$ cat src/hw/gqw_pkg.sv
// Purpose: Shared constants and types for the pin qualifier and wake block
// Assumes: One 40 MHz system clock; 32-bit AXI4-Lite register access
// Notes:   Offsets are byte addresses of aligned words
`default_nettype none

package gqw_pkg;

	////////////////////////////////////////////////////////////////////////////
	// Structure
	localparam int          GROUP_PINS = 8;
	localparam int          GROUPS     = 2;

	////////////////////////////////////////////////////////////////////////////
	// Register offsets
	localparam logic [7:0]  OFF_QPRD   = 8'h00;
	localparam logic [7:0]  OFF_QSEL   = 8'h04;
	localparam logic [7:0]  OFF_LPM    = 8'h08;
	localparam logic [7:0]  OFF_STAT   = 8'h0C;

	// Low-power control field positions
	localparam int          LPM_ENTER  = 0;
	localparam int          LPM_STBY   = 1;
	localparam int          LPM_FSLP   = 2;
	localparam int          LPM_SQEN   = 3;
	localparam int          LPM_SQC    = 8;
	localparam int          LPM_IEN    = 16;

	// Status field positions
	localparam int          STAT_LPM   = 16;
	localparam int          STAT_RES   = 17;

	// Reset values
	localparam logic [15:0] RST_QPRD   = 16'h0000;
	localparam logic [15:0] RST_QSEL   = 16'h0000;
	localparam logic [31:0] RST_LPM    = 32'h0000_0000;

	////////////////////////////////////////////////////////////////////////////
	// Timing counts, in cycles of the clock named
	localparam logic [2:0]  BLANK_OSC       = 3'h4;
	localparam logic [6:0]  STBY_RAW_OSC    = 7'h03;
	localparam logic [6:0]  STBY_QUAL_BASE  = 7'h02;
	localparam logic [10:0] RESUME_ACT_CYC  = 11'd20;
	localparam logic [10:0] RESUME_SLP_CYC  = 11'd1050;

	// Bus responses
	localparam logic [1:0]  RESP_OKAY  = 2'h0;
	localparam logic [1:0]  RESP_SLV   = 2'h2;

	// Wake sequencer states
	typedef enum logic [3:0] {
		ST_RUN    = 4'b0001,
		ST_BLANK  = 4'b0010,
		ST_LPM    = 4'b0100,
		ST_RESUME = 4'b1000
	} gqw_state_t;

endpackage

`default_nettype wire

$ cat src/hw/gqw_qual_if.sv
// Purpose: Carries one group of eight pins between control and qualifier
// Assumes: Driven in the system clock domain
// Notes:   One shared period per group, one sample select per pin
`default_nettype none

interface gqw_qual_if;
	logic [7:0] period;
	logic [7:0] six_sel;
	logic [7:0] pins;
	logic [7:0] qual;
	modport ctrl      (output period, output six_sel, output pins, input qual);
	modport qual_side (input period, input six_sel, input pins, output qual);
endinterface

`default_nettype wire

$ cat src/hw/gqw_qual.sv
// Purpose: Sampling divider and 3/6 sample qualifier for one group of eight pins
// Assumes: Pins already synchronous to i_clk
// Notes:   Qualified level resets low
`default_nettype none

module gqw_qual (
	input  wire logic        i_clk,
	input  wire logic        i_rst_n,
	gqw_qual_if.qual_side    q
);

	// All kept samples agree: three newest, or all six
	function automatic logic f_agree(input logic [5:0] h, input logic six);
		if (six)
			return (h == 6'h00) || (h == 6'h3F);
		return (h[2:0] == 3'h0) || (h[2:0] == 3'h7);
	endfunction

	////////////////////////////////////////////////////////////////////////////
	logic [8:0]  cnt_q, cnt_d;
	logic        strobe;
	logic [5:0]  hist_q [8], hist_d [8];
	logic [7:0]  qual_d;

	// Divider: >= guards against a period lowered mid-count
	always_comb begin
		strobe = (q.period == 8'h00) || (cnt_q >= ({q.period, 1'b0} - 9'h001));
		cnt_d  = strobe ? 9'h000 : cnt_q + 9'h001;
		qual_d = q.qual;
		for (int i = 0; i < 8; i++) begin
			hist_d[i] = strobe ? {hist_q[i][4:0], q.pins[i]} : hist_q[i];
			// Level moves only on full agreement, so glitches die here
			if (strobe && f_agree(hist_d[i], q.six_sel[i]))
				qual_d[i] = hist_d[i][0];
		end
	end

	// Registers only
	always_ff @(posedge i_clk or negedge i_rst_n) begin
		if (!i_rst_n) begin
			cnt_q  <= 9'h000;
			q.qual <= 8'h00;
			for (int i = 0; i < 8; i++)
				hist_q[i] <= 6'h00;
		end else begin
			cnt_q  <= cnt_d;
			q.qual <= qual_d;
			for (int i = 0; i < 8; i++)
				hist_q[i] <= hist_d[i];
		end
	end

	////////////////////////////////////////////////////////////////////////////
	// Checks
	property p_r1;
		@(posedge i_clk) disable iff (!i_rst_n)
		(q.period == 8'h00) |-> strobe;
	endproperty
	a_r1: assert property (p_r1) else $error("sample missed at zero period");

	property p_r2;
		@(posedge i_clk) disable iff (!i_rst_n)
		(strobe && q.period == 8'h02 ##1 q.period == 8'h02) |->
			(!strobe || q.period != 8'h02) [*3] ##1 (strobe || q.period != 8'h02);
	endproperty
	a_r2: assert property (p_r2) else $error("sample spacing not 2n");

	property p_r6;
		@(posedge i_clk) disable iff (!i_rst_n)
		($changed(q.qual[0]) && !$past(q.six_sel[0])) |->
			$past(hist_d[0][2:0]) == {3{q.qual[0]}};
	endproperty
	a_r6: assert property (p_r6) else $error("three sample change without agreement");

	property p_r7;
		@(posedge i_clk) disable iff (!i_rst_n)
		($changed(q.qual[1]) && $past(q.six_sel[1])) |->
			$past(hist_d[1]) == {6{q.qual[1]}};
	endproperty
	a_r7: assert property (p_r7) else $error("six sample change without agreement");

	property p_r8;
		@(posedge i_clk) disable iff (!i_rst_n)
		(strobe && !f_agree(hist_d[0], q.six_sel[0])) |=> $stable(q.qual[0]);
	endproperty
	a_r8: assert property (p_r8) else $error("glitch passed the qualifier");

	property p_r17;
		@(posedge i_clk) disable iff (!i_rst_n)
		(q.qual != $past(q.qual)) |-> $past(strobe);
	endproperty
	a_r17: assert property (p_r17) else $error("level moved off a sample");

	c_six: cover property (@(posedge i_clk) disable iff (!i_rst_n)
		$rose(q.qual[1]) && q.six_sel[1] && q.period != 8'h00);

endmodule

`default_nettype wire

$ cat src/hw/gqw_top.sv
// Purpose: GPIO input qualifier for sixteen pins plus low-power wake sequencer
// Assumes: All inputs synchronous to i_clk; oscillator clock sampled as a level
// Notes:   AXI4-Lite slave, two writes (second held until the first response) and one read outstanding at most
//
// Functional notes
// Zero period field samples every pin on every system clock.
// Nonzero period n samples once every 2n system clocks.
// Period field spans zero to 0xFF, eight bits.
// One period setting serves each group of eight pins.
// Per-pin select chooses three or six samples.
// Three samples span two sampling periods.
// Six samples span five sampling periods.
// Glitches not stable across all samples are ignored.
// Driver holds levels at least two clocks, or window plus period plus one.
// IDLE wake lasts two clocks, or five plus window when qualified. The code wakes from IDLE on one clock of any enabled source, unqualified.
// IDLE exits on enabled interrupt, watchdog, non-maskable or reset pin.
// Wake source waits four oscillator cycles after IDLE entry.
// Resume within 20 clocks from RAM or active flash.
// Resume within 1050 clocks when flash sleeps.
// Latency ends at next instruction start; interrupt service adds more.
// STANDBY wake lasts three oscillator cycles, or two plus six-bit count.
// Qualified value changes only when all samples agree, else holds.
`default_nettype none

module gqw_top (
	input  wire logic        i_clk,
	input  wire logic        i_rst_n,
	input  wire logic [15:0] i_pins,
	input  wire logic        i_osc_clk,
	input  wire logic [7:0]  i_irq,
	input  wire logic        i_wdog_irq,
	input  wire logic        i_ext_nmi,
	input  wire logic        i_ext_reset,
	output logic      [15:0] o_qual,
	output logic             o_lpm_active,
	output logic             o_resume,
	input  wire logic [7:0]  i_s_axi_awaddr,
	input  wire logic        i_s_axi_awvalid,
	output logic             o_s_axi_awready,
	input  wire logic [31:0] i_s_axi_wdata,
	input  wire logic [3:0]  i_s_axi_wstrb,
	input  wire logic        i_s_axi_wvalid,
	output logic             o_s_axi_wready,
	output logic [1:0]       o_s_axi_bresp,
	output logic             o_s_axi_bvalid,
	input  wire logic        i_s_axi_bready,
	input  wire logic [7:0]  i_s_axi_araddr,
	input  wire logic        i_s_axi_arvalid,
	output logic             o_s_axi_arready,
	output logic [31:0]      o_s_axi_rdata,
	output logic [1:0]       o_s_axi_rresp,
	output logic             o_s_axi_rvalid,
	input  wire logic        i_s_axi_rready
);

	// Merge write data into a word under byte strobes
	function automatic logic [31:0] f_merge(input logic [31:0] old, input logic [31:0] nw,
		input logic [3:0] be);
		logic [31:0] r;
		r = old;
		for (int b = 0; b < 4; b++)
			if (be[b])
				r[8*b +: 8] = nw[8*b +: 8];
		return r;
	endfunction

	// Address names a mapped register
	function automatic logic f_mapped(input logic [7:0] a);
		return (a == gqw_pkg::OFF_QPRD) || (a == gqw_pkg::OFF_QSEL) ||
			(a == gqw_pkg::OFF_LPM) || (a == gqw_pkg::OFF_STAT);
	endfunction

	////////////////////////////////////////////////////////////////////////////
	// Register bus state
	logic        awr_q, awr_d, wr_q, wr_d, bv_q, bv_d;
	logic        aw_got_q, aw_got_d, w_got_q, w_got_d;
	logic [7:0]  awa_q, awa_d, ara_q, ara_d;
	logic [31:0] wd_q, wd_d, rd_q, rd_d;
	logic [3:0]  ws_q, ws_d;
	logic [1:0]  br_q, br_d, rr_q, rr_d;
	logic        arr_q, arr_d, rv_q, rv_d;
	logic        wr_fire;

	// Registers
	logic [15:0] qprd_q, qprd_d, qsel_q, qsel_d;
	logic [31:0] lpm_q, lpm_d;
	logic        enter_req;
	logic [15:0] qual_w;

	// Sequencer
	gqw_pkg::gqw_state_t st_q, st_d;
	logic [2:0]  blank_q, blank_d;
	logic [6:0]  swid_q, swid_d;
	logic [10:0] res_q, res_d;
	logic        osc_q, osc_edge, wake_any, stby_wake, res_pls_d, res_pls_q;
	logic [6:0]  stby_need;

	////////////////////////////////////////////////////////////////////////////
	// Qualifier groups; one period byte per group of eight
	gqw_qual_if qif [gqw_pkg::GROUPS] ();

	for (genvar g = 0; g < gqw_pkg::GROUPS; g++) begin : g_grp
		assign qif[g].period  = qprd_q[8*g +: 8];
		assign qif[g].six_sel = qsel_q[8*g +: 8];
		assign qif[g].pins    = i_pins[8*g +: 8];
		assign qual_w[8*g +: 8] = qif[g].qual;
		gqw_qual u_qual (
			.i_clk   (i_clk),
			.i_rst_n (i_rst_n),
			.q       (qif[g])
		);
	end

	////////////////////////////////////////////////////////////////////////////
	// Write channel: address and data taken in either order
	always_comb begin
		aw_got_d = aw_got_q | (i_s_axi_awvalid & awr_q);
		awa_d    = (i_s_axi_awvalid & awr_q) ? i_s_axi_awaddr : awa_q;
		w_got_d  = w_got_q | (i_s_axi_wvalid & wr_q);
		wd_d     = (i_s_axi_wvalid & wr_q) ? i_s_axi_wdata : wd_q;
		ws_d     = (i_s_axi_wvalid & wr_q) ? i_s_axi_wstrb : ws_q;
		wr_fire  = aw_got_q & w_got_q & ~bv_q;
		bv_d     = (bv_q & ~i_s_axi_bready) | wr_fire;
		br_d     = wr_fire ? (f_mapped(awa_q) ? gqw_pkg::RESP_OKAY : gqw_pkg::RESP_SLV) : br_q;
		if (wr_fire) begin
			aw_got_d = 1'b0;
			w_got_d  = 1'b0;
		end
		awr_d = ~aw_got_d;
		wr_d  = ~w_got_d;
	end

	always_ff @(posedge i_clk or negedge i_rst_n) begin
		if (!i_rst_n) begin
			aw_got_q <= 1'b0;
			w_got_q  <= 1'b0;
			awr_q    <= 1'b0;
			wr_q     <= 1'b0;
			bv_q     <= 1'b0;
			br_q     <= gqw_pkg::RESP_OKAY;
			awa_q    <= 8'h00;
			wd_q     <= 32'h0000_0000;
			ws_q     <= 4'h0;
		end else begin
			aw_got_q <= aw_got_d;
			w_got_q  <= w_got_d;
			awr_q    <= awr_d;
			wr_q     <= wr_d;
			bv_q     <= bv_d;
			br_q     <= br_d;
			awa_q    <= awa_d;
			wd_q     <= wd_d;
			ws_q     <= ws_d;
		end
	end

	////////////////////////////////////////////////////////////////////////////
	// Register file; the entry bit is a strobe and never stored
	always_comb begin
		qprd_d    = qprd_q;
		qsel_d    = qsel_q;
		lpm_d     = lpm_q;
		enter_req = 1'b0;
		if (wr_fire) begin
			unique case (awa_q)
				gqw_pkg::OFF_QPRD: qprd_d = 16'(f_merge({16'h0000, qprd_q}, wd_q, ws_q));
				gqw_pkg::OFF_QSEL: qsel_d = 16'(f_merge({16'h0000, qsel_q}, wd_q, ws_q));
				gqw_pkg::OFF_LPM: begin
					lpm_d     = f_merge(lpm_q, wd_q, ws_q);
					enter_req = lpm_d[gqw_pkg::LPM_ENTER];
					lpm_d[gqw_pkg::LPM_ENTER] = 1'b0;
				end
				default: ;
			endcase
		end
	end

	always_ff @(posedge i_clk or negedge i_rst_n) begin
		if (!i_rst_n) begin
			qprd_q <= gqw_pkg::RST_QPRD;
			qsel_q <= gqw_pkg::RST_QSEL;
			lpm_q  <= gqw_pkg::RST_LPM;
		end else begin
			qprd_q <= qprd_d;
			qsel_q <= qsel_d;
			lpm_q  <= lpm_d;
		end
	end

	////////////////////////////////////////////////////////////////////////////
	// Read channel; unmapped offsets answer SLVERR with zero data
	always_comb begin
		arr_d = ~rv_q & ~(i_s_axi_arvalid & arr_q);
		rv_d  = (rv_q & ~i_s_axi_rready) | (i_s_axi_arvalid & arr_q);
		ara_d = (i_s_axi_arvalid & arr_q) ? i_s_axi_araddr : ara_q;
		rd_d  = rd_q;
		rr_d  = rr_q;
		if (i_s_axi_arvalid & arr_q) begin
			rr_d = f_mapped(i_s_axi_araddr) ? gqw_pkg::RESP_OKAY : gqw_pkg::RESP_SLV;
			unique case (i_s_axi_araddr)
				gqw_pkg::OFF_QPRD: rd_d = {16'h0000, qprd_q};
				gqw_pkg::OFF_QSEL: rd_d = {16'h0000, qsel_q};
				gqw_pkg::OFF_LPM:  rd_d = lpm_q;
				gqw_pkg::OFF_STAT: rd_d = {14'h0000, st_q == gqw_pkg::ST_RESUME,
					o_lpm_active, o_qual};
				default:           rd_d = 32'h0000_0000;
			endcase
		end
	end

	always_ff @(posedge i_clk or negedge i_rst_n) begin
		if (!i_rst_n) begin
			arr_q <= 1'b0;
			rv_q  <= 1'b0;
			ara_q <= 8'h00;
			rd_q  <= 32'h0000_0000;
			rr_q  <= gqw_pkg::RESP_OKAY;
		end else begin
			arr_q <= arr_d;
			rv_q  <= rv_d;
			ara_q <= ara_d;
			rd_q  <= rd_d;
			rr_q  <= rr_d;
		end
	end

	////////////////////////////////////////////////////////////////////////////
	// Wake sequencer. Wakes during blanking are ignored, since the source
	// must not act before four oscillator cycles have passed.
	always_comb begin
		osc_edge  = i_osc_clk & ~osc_q;
		wake_any  = |(i_irq & lpm_q[gqw_pkg::LPM_IEN +: 8]) | i_wdog_irq |
			i_ext_nmi | i_ext_reset;
		stby_need = lpm_q[gqw_pkg::LPM_SQEN] ?
			gqw_pkg::STBY_QUAL_BASE + {1'b0, lpm_q[gqw_pkg::LPM_SQC +: 6]} :
			gqw_pkg::STBY_RAW_OSC;
		stby_wake = wake_any && (swid_q >= stby_need);
		st_d      = st_q;
		blank_d   = blank_q;
		// Saturate rather than wrap, so a long wake never restarts the count
		swid_d    = wake_any ? swid_q + {6'h00, osc_edge & (swid_q != 7'h7F)} : 7'h00;
		res_d     = res_q;
		res_pls_d = 1'b0;
		unique case (st_q)
			gqw_pkg::ST_RUN: begin
				blank_d = 3'h0;
				if (enter_req)
					st_d = gqw_pkg::ST_BLANK;
			end
			gqw_pkg::ST_BLANK: begin
				blank_d = blank_q + {2'h0, osc_edge};
				if (blank_d == gqw_pkg::BLANK_OSC)
					st_d = gqw_pkg::ST_LPM;
			end
			gqw_pkg::ST_LPM: begin
				res_d = lpm_q[gqw_pkg::LPM_FSLP] ? gqw_pkg::RESUME_SLP_CYC - 11'd1 :
					gqw_pkg::RESUME_ACT_CYC - 11'd1;
				if (lpm_q[gqw_pkg::LPM_STBY] ? stby_wake : wake_any)
					st_d = gqw_pkg::ST_RESUME;
			end
			gqw_pkg::ST_RESUME: begin
				// Pulse marks the next instruction start, not interrupt entry
				res_d = res_q - 11'd1;
				if (res_q == 11'd0) begin
					res_pls_d = 1'b1;
					st_d      = gqw_pkg::ST_RUN;
				end
			end
			default: st_d = gqw_pkg::ST_RUN;
		endcase
	end

	always_ff @(posedge i_clk or negedge i_rst_n) begin
		if (!i_rst_n) begin
			st_q      <= gqw_pkg::ST_RUN;
			blank_q   <= 3'h0;
			swid_q    <= 7'h00;
			res_q     <= 11'd0;
			osc_q     <= 1'b0;
			res_pls_q <= 1'b0;
		end else begin
			st_q      <= st_d;
			blank_q   <= blank_d;
			swid_q    <= swid_d;
			res_q     <= res_d;
			osc_q     <= i_osc_clk;
			res_pls_q <= res_pls_d;
		end
	end

	// Output flops
	always_ff @(posedge i_clk or negedge i_rst_n) begin
		if (!i_rst_n) begin
			o_qual       <= 16'h0000;
			o_lpm_active <= 1'b0;
		end else begin
			o_qual       <= qual_w;
			o_lpm_active <= (st_d != gqw_pkg::ST_RUN);
		end
	end

	assign o_resume        = res_pls_q;
	assign o_s_axi_awready = awr_q;
	assign o_s_axi_wready  = wr_q;
	assign o_s_axi_bvalid  = bv_q;
	assign o_s_axi_bresp   = br_q;
	assign o_s_axi_arready = arr_q;
	assign o_s_axi_rvalid  = rv_q;
	assign o_s_axi_rdata   = rd_q;
	assign o_s_axi_rresp   = rr_q;

	////////////////////////////////////////////////////////////////////////////
	// Checks; age counts cycles spent resuming
	logic [11:0] age_q;
	always_ff @(posedge i_clk or negedge i_rst_n) begin
		if (!i_rst_n)
			age_q <= 12'h000;
		else
			age_q <= (st_q == gqw_pkg::ST_RESUME) ? age_q + 12'h001 : 12'h000;
	end

	property p_r11;
		@(posedge i_clk) disable iff (!i_rst_n)
		(st_q == gqw_pkg::ST_LPM && !lpm_q[gqw_pkg::LPM_STBY] && wake_any) |=>
			st_q == gqw_pkg::ST_RESUME;
	endproperty
	a_r11: assert property (p_r11) else $error("idle wake not taken");

	property p_r13;
		@(posedge i_clk) disable iff (!i_rst_n)
		(st_q == gqw_pkg::ST_RESUME && !lpm_q[gqw_pkg::LPM_FSLP]) |-> age_q < 12'd20;
	endproperty
	a_r13: assert property (p_r13) else $error("resume past 20 cycles");

	property p_r14;
		@(posedge i_clk) disable iff (!i_rst_n)
		(st_q == gqw_pkg::ST_RESUME) |-> age_q < 12'd1050;
	endproperty
	a_r14: assert property (p_r14) else $error("resume past 1050 cycles");

	property p_r15;
		@(posedge i_clk) disable iff (!i_rst_n)
		$fell(st_q == gqw_pkg::ST_RESUME) |-> o_resume ##1 !o_resume;
	endproperty
	a_r15: assert property (p_r15) else $error("resume pulse misplaced");

	property p_r3;
		@(posedge i_clk) disable iff (!i_rst_n)
		(wr_fire && awa_q == gqw_pkg::OFF_QPRD && ws_q[0]) |=> qprd_q[7:0] == $past(wd_q[7:0]);
	endproperty
	a_r3: assert property (p_r3) else $error("period field not stored");

	c_idle: cover property (@(posedge i_clk) disable iff (!i_rst_n) o_resume);
	c_stby: cover property (@(posedge i_clk) disable iff (!i_rst_n)
		st_q == gqw_pkg::ST_LPM && lpm_q[gqw_pkg::LPM_STBY] && stby_wake);
	c_fslp: cover property (@(posedge i_clk) disable iff (!i_rst_n)
		age_q == 12'd1049);

endmodule

`default_nettype wire

$ cat config.mk
export PLATFORM = sky130hd
export DESIGN_NAME = gqw_top
export DESIGN_NICKNAME = d
export VERILOG_FILES = /design/src/hw/gqw_pkg.sv /design/src/hw/gqw_qual_if.sv /design/src/hw/gqw_qual.sv /design/src/hw/gqw_top.sv
export SDC_FILE = /design/constraint.sdc
export NUM_CORES = 1
export LEC_CHECK = 0
export BUFFER_PORTS_ARGS = -buffer_cell sky130_fd_sc_hd__buf_2
export CORE_ASPECT_RATIO = 1.25
export CORE_MARGIN = 3
export CORE_UTILIZATION = 47
export CTS_CLUSTER_SIZE = 25
export DETAILED_ROUTE_END_ITERATION = 10
export HOLD_SLACK_MARGIN = 0.03
export PLACE_DENSITY = 0.66
export SYNTH_ARGS = -nofsm -noshare
export SYNTH_HDL_FRONTEND = slang
export SYNTH_SLANG_ARGS = --single-unit
$ cat constraint.sdc
create_clock -name i_clk -period 5.7 [get_ports i_clk]
set_input_delay 0.57 -clock i_clk [delete_from_list [all_inputs] [get_ports i_clk]]
set_output_delay 0.57 -clock i_clk [all_outputs]
set_load 0.02 [all_outputs]
==> results list <==
- The run finished with clean final reports.
- For the worst setup path, the data arrival time is 4.24 ns.
* Global-route wire length before repair: around 46000 µm
- Register-to-register setup slack: between 1.5 and 2 ns
- The floorplan step defined a die boundary enclosing 31130 µm².
* CORE AREA: around 28000 µm²
* Final estimated routing congestion in global placement: 0.7936
- In this design, the largest share of critical-path delay is due to simple AND/OR/NAND/NOR gates.
* Final WL: roughly 28000 µm
- Total via count after detailed routing: 8599
- In this run the tool buffered the top-level ports with 143 buffer cells.
- Number of setup violations in the final report: 0
- Synthesized instance count: between 1k and 1.5k
* Worst slew margin: between 20% and 30%
* Kind of critical path: flip-flop to flip-flop
- Power, Total: 7.680 mW
- Setup total negative slack on the finished layout was measured at 0 ns.
- Share of cells above drive strength 1: ~36%
* Power per standard cell area: 490.6 nW/µm²
- TritonCTS clock tree: done
- Worst skew pair latency: 0.55 ns
* Crit-path cells: or4_4, nor4_1, xnor2_1, ha_1, and4_1, nand2_1, o21ai_1, or2_4, mux2_2
* Clock tree skew after final layout: approximately 0.011 ns
* Required time of the critical path: about 6.1 ns
* Dominant combinational cell family by area after synthesis: multiplexers
* Largest net degree at the start of global routing: roughly 130
* Number of synthesized register bits: between 300 and 400
- In the synthesized netlist, mux cells make up between 10% and 20% of the area.
- Compared with the post-synthesis result, the final layout area differs by 14.73%.
- Global routing used between 10% and 20% of the available tracks.
- Once detail routing completed, the nets flagged for antenna violations numbered 0.
* Number of unique standard cell types used by synthesis: 63
- In the synthesized netlist, the cells that appear most often are 305 x sky130_fd_sc_hd__dfrtp_1, 162 x sky130_fd_sc_hd__mux2_2, 52 x sky130_fd_sc_hd__nand3_1, 49 x sky130_fd_sc_hd__a22o_1, 42 x sky130_fd_sc_hd__nor2_1.
* Synth Area in Adders: 3.026%
- Number of remaining DRC errors: 0
- Gates resized during post-CTS repair numbered 0.
* Minimum period implied by the final worst setup slack: roughly 3.8 ns
* Root buf cell: sky130_fd_sc_hd__clkbuf_16
- Before antenna repair, the detailed router went through 6 iterations.
- Mapped Area: 13650 µm²
- Startpoint kind of the worst setup timing path: flip-flop
* Start of the worst register-to-register path: qprd_q[4]$_DFFE_PN0P_
* Clock sinks: 306
- The synthesized netlist devotes between 8 and 9% of its cell area to simple gates.
- XOR/XNOR share of the synthesized area: under 10%
* Type of element capturing the critical path: flip-flop
- Leading area contributor after synthesis: sky130_fd_sc_hd__dfrtp_1
- Top cells by area, synth: sky130_fd_sc_hd__dfrtp_1 56%, sky130_fd_sc_hd__mux2_2 13%, sky130_fd_sc_hd__a22o_1 3.1%, sky130_fd_sc_hd__ha_1 3.0%, sky130_fd_sc_hd__mux2_4 2.8%
- Destination of the worst register-to-register timing path: g_grp[0].u_qual.hist_q[7]$_DFF_PN0_
* Level count of the clock H-tree: 1
- The synthesized design devotes to its leading area cell type between 50% and 60% of total area.
- The total count of max-transition violations in the final report was 0.
* Max rail drop VDD: between 300 and 400 µV
* Final worst-path cycle share: around two thirds
* Clock transition at the register clock pins on the worst setup and hold paths after CTS: about 0.06 ns
- The analysis attributes to cell leakage a power of 7.362 nW.
* Maximum clock insertion buffer count: 3
* Detailed Route Iter0 Violations: 309
- Max-cap viol count: 0
- Largest fanout on the critical path: 57
- Net count reported at finish: ~1.3k
- Via density: about 5.6
- Post-detailed-placement half-perimeter wirelength: between 15000 and 20000 µm
- The via count of the first global-routing pass is ~8.8k.
* Setup repair after global routing missed its margin: false
- Count of flip-flops with a built-in enable after synthesis: 0
- Dividing the detail-routed wire length by the instance count gives around 18 µm.
- The number of hold buffers added after CTS was 0.
* Worst r2r path cells: 9
* Standard-cell rows: 69
- In this design, the stage delay of the slowest critical-path cell is roughly 0.80 ns.
- Warnings from Yosys: 0
* Ports: 146
- Peak clock frequency supported by timing: around 260 MHz
* Die width: ~160 µm
- The critical path crosses 9 cells after its start point.
* Clock buffer count from CTS: 30
- Fraction of the yosys area taken by sequential cells: ~56%
- Post-Synthesis Mean Instance Area: 13.50 µm²
- For the pin with the worst max-slew slack, the measured transition is between 1 and 1.5 ns.
- The critical path contains buffers and inverters numbering 0 combined.
- The worst hold path belongs to the class primary input to async pin.
* Most common flop cell mapped by yosys: sky130_fd_sc_hd__dfrtp_1
- The die is 196.5 µm tall.
- The number of hold violations in the final report came to 0.
- The synthesized netlist devotes between 8 and 9% of its cell area to compound gates.
- Leftover overflow at the end of global routing: 0
* Async set-reset flop share out of synthesis: 100.0%
* Initial Utilization: a little under half
- Count of buffers added by post-CTS timing repair for setup: 0
- Most frequent cell after synthesis: sky130_fd_sc_hd__dfrtp_1
- The initial antenna violation count came to 5.
- Cell type of the slowest stage on the worst timing path: sky130_fd_sc_hd__or2_4
area by class of cell:
type | count | area (µm²)
Timing Repair Buffer | 148 | 775.7
Fill cell | 2429 | 12830
Clock buffer | 43 | 920.9
Clock inverter | 13 | 102.6
Sequential cell | 306 | 7659
Antenna cell | 3 | 7.507
Tap cell | 355 | 444.2
Multi-Input combinational cell | 650 | 5674
Inverter | 19 | 71.32
state kept, by name, summed over array words and instances, names as in the netlist, 3 cells and up:
signal	cells
blank_q	3
awa_q	8
res_q	11
lpm_q	31
ws_q	4
qsel_q	16
g_grp.u_qual.cnt_q	18
st_q	4
swid_q	7
g_grp.u_qual.q.qual	16
g_grp.u_qual.hist_q	80
wd_q	32
qprd_q	16
o_qual	16
o_s_axi_rdata	32
worst max path at each step:
stage | start | endpoint | slack (ns)
6_report | qprd_q[4]$_DFFE_PN0P_ | g_grp[0].u_qual.hist_q[7]$_DFF_PN0_ | 1.88
5_1_grt | qprd_q[4]$_DFFE_PN0P_ | g_grp[0].u_qual.hist_q[12]$_DFF_PN0_ | 1.66
4_1_cts | qprd_q[4]$_DFFE_PN0P_ | g_grp[0].u_qual.hist_q[1]$_DFF_PN0_ | 1.87
3_5_place_dp | qprd_q[4]$_DFFE_PN0P_ | g_grp[0].u_qual.hist_q[0]$_DFF_PN0_ | 1.89
3_3_place_gp | qprd_q[4]$_DFFE_PN0P_ | g_grp[0].u_qual.hist_q[46]$_DFF_PN0_ | 2.01
2_1_floorplan | qprd_q[4]$_DFFE_PN0P_ | g_grp[0].u_qual.hist_q[24]$_DFF_PN0_ | 2.70
cells by family (layout without fill, tap and decap cells):
kind of cell | count (synthesis) | after routing
AOI/OAI and AO/OA | 159 | 159
adders and majority gates | 33 | 33
DFF | 306 | 306
other | 1 | 5
buffers and inverters | 56 | 223
xor gates and xnor gates | 36 | 36
muxes | 207 | 207
and+or+nand+nor | 213 | 213
report_power, final:
group,internal [mW],total (mW),switching [mW]
Sequential,2.86,3.48,0.615
Clock,1.17,1.99,0.823
Combinational,1.24,2.21,0.968
Total,5.27,7.68,2.41
per-stage QoR:
step           hold WS, ns  cells  setup WS, ns  area (µm²)  utilization [%]
2_1_floorplan       0.2744   1012         2.701       13650                -
3_3_place_gp        0.3577   1478         2.008       14620            51.33
3_5_place_dp        0.3656   1478         1.889       14620            51.33
4_1_cts             0.1183   1534         1.869       15650            54.92
5_1_grt             0.1234   1537         1.661       15660            54.95
6_report           0.04408   1537         1.877       15660            54.95
cells in the final DEF, fill, tap and decap left out, types with 3 or more instances in the layout:
master | netlist | layout
sky130_fd_sc_hd__dfrtp_1 | 305 | 305
sky130_fd_sc_hd__mux2_2 | 162 | 162
sky130_fd_sc_hd__buf_2 | 7 | 142
sky130_fd_sc_hd__nand3_1 | 52 | 52
sky130_fd_sc_hd__a22o_1 | 49 | 49
sky130_fd_sc_hd__nor2_1 | 42 | 42
sky130_fd_sc_hd__nand2_1 | 37 | 37
sky130_fd_sc_hd__o21ai_0 | 34 | 34
sky130_fd_sc_hd__ha_1 | 33 | 33
sky130_fd_sc_hd__clkbuf_16 | 0 | 31
sky130_fd_sc_hd__a21oi_1 | 28 | 28
sky130_fd_sc_hd__mux2_4 | 25 | 25
sky130_fd_sc_hd__nor4_1 | 20 | 20
sky130_fd_sc_hd__inv_1 | 19 | 19
sky130_fd_sc_hd__xnor2_1 | 19 | 19
sky130_fd_sc_hd__xor2_1 | 17 | 17
sky130_fd_sc_hd__o31a_1 | 16 | 16
sky130_fd_sc_hd__mux4_2 | 15 | 15
sky130_fd_sc_hd__nor3_1 | 12 | 12
sky130_fd_sc_hd__clkbuf_8 | 0 | 10
sky130_fd_sc_hd__clkinv_2 | 0 | 7
sky130_fd_sc_hd__nand2b_1 | 5 | 5
sky130_fd_sc_hd__o211ai_1 | 5 | 5
sky130_fd_sc_hd__o31ai_1 | 5 | 5
sky130_fd_sc_hd__clkinvlp_4 | 0 | 5
sky130_fd_sc_hd__a211oi_1 | 4 | 4
sky130_fd_sc_hd__and4_1 | 4 | 4
sky130_fd_sc_hd__nor2b_1 | 4 | 4
sky130_fd_sc_hd__and2_1 | 5 | 4
sky130_fd_sc_hd__and3_1 | 4 | 4
sky130_fd_sc_hd__or4_1 | 4 | 4
sky130_fd_sc_hd__mux2i_1 | 4 | 4
sky130_fd_sc_hd__buf_4 | 7 | 4
sky130_fd_sc_hd__diode_2 | 0 | 3
sky130_fd_sc_hd__nand4_1 | 3 | 3
sky130_fd_sc_hd__a21o_1 | 3 | 3
sky130_fd_sc_hd__o21a_1 | 3 | 3
metal layers:
| metal | global-route usage [%] | vias up | wire (µm) |
|---|---|---|---|
| met4 | 5.865 | 4 | 808 |
| met1 | 23.71 | 4336 | 11780 |
| met5 | 0 | - | 40 |
| met3 | 3.888 | 53 | 1432 |
| met2 | 30.59 | 164 | 14040 |
| li1 | - | 4042 | - |
Note: power is estimated with default switching activity, not from simulation.
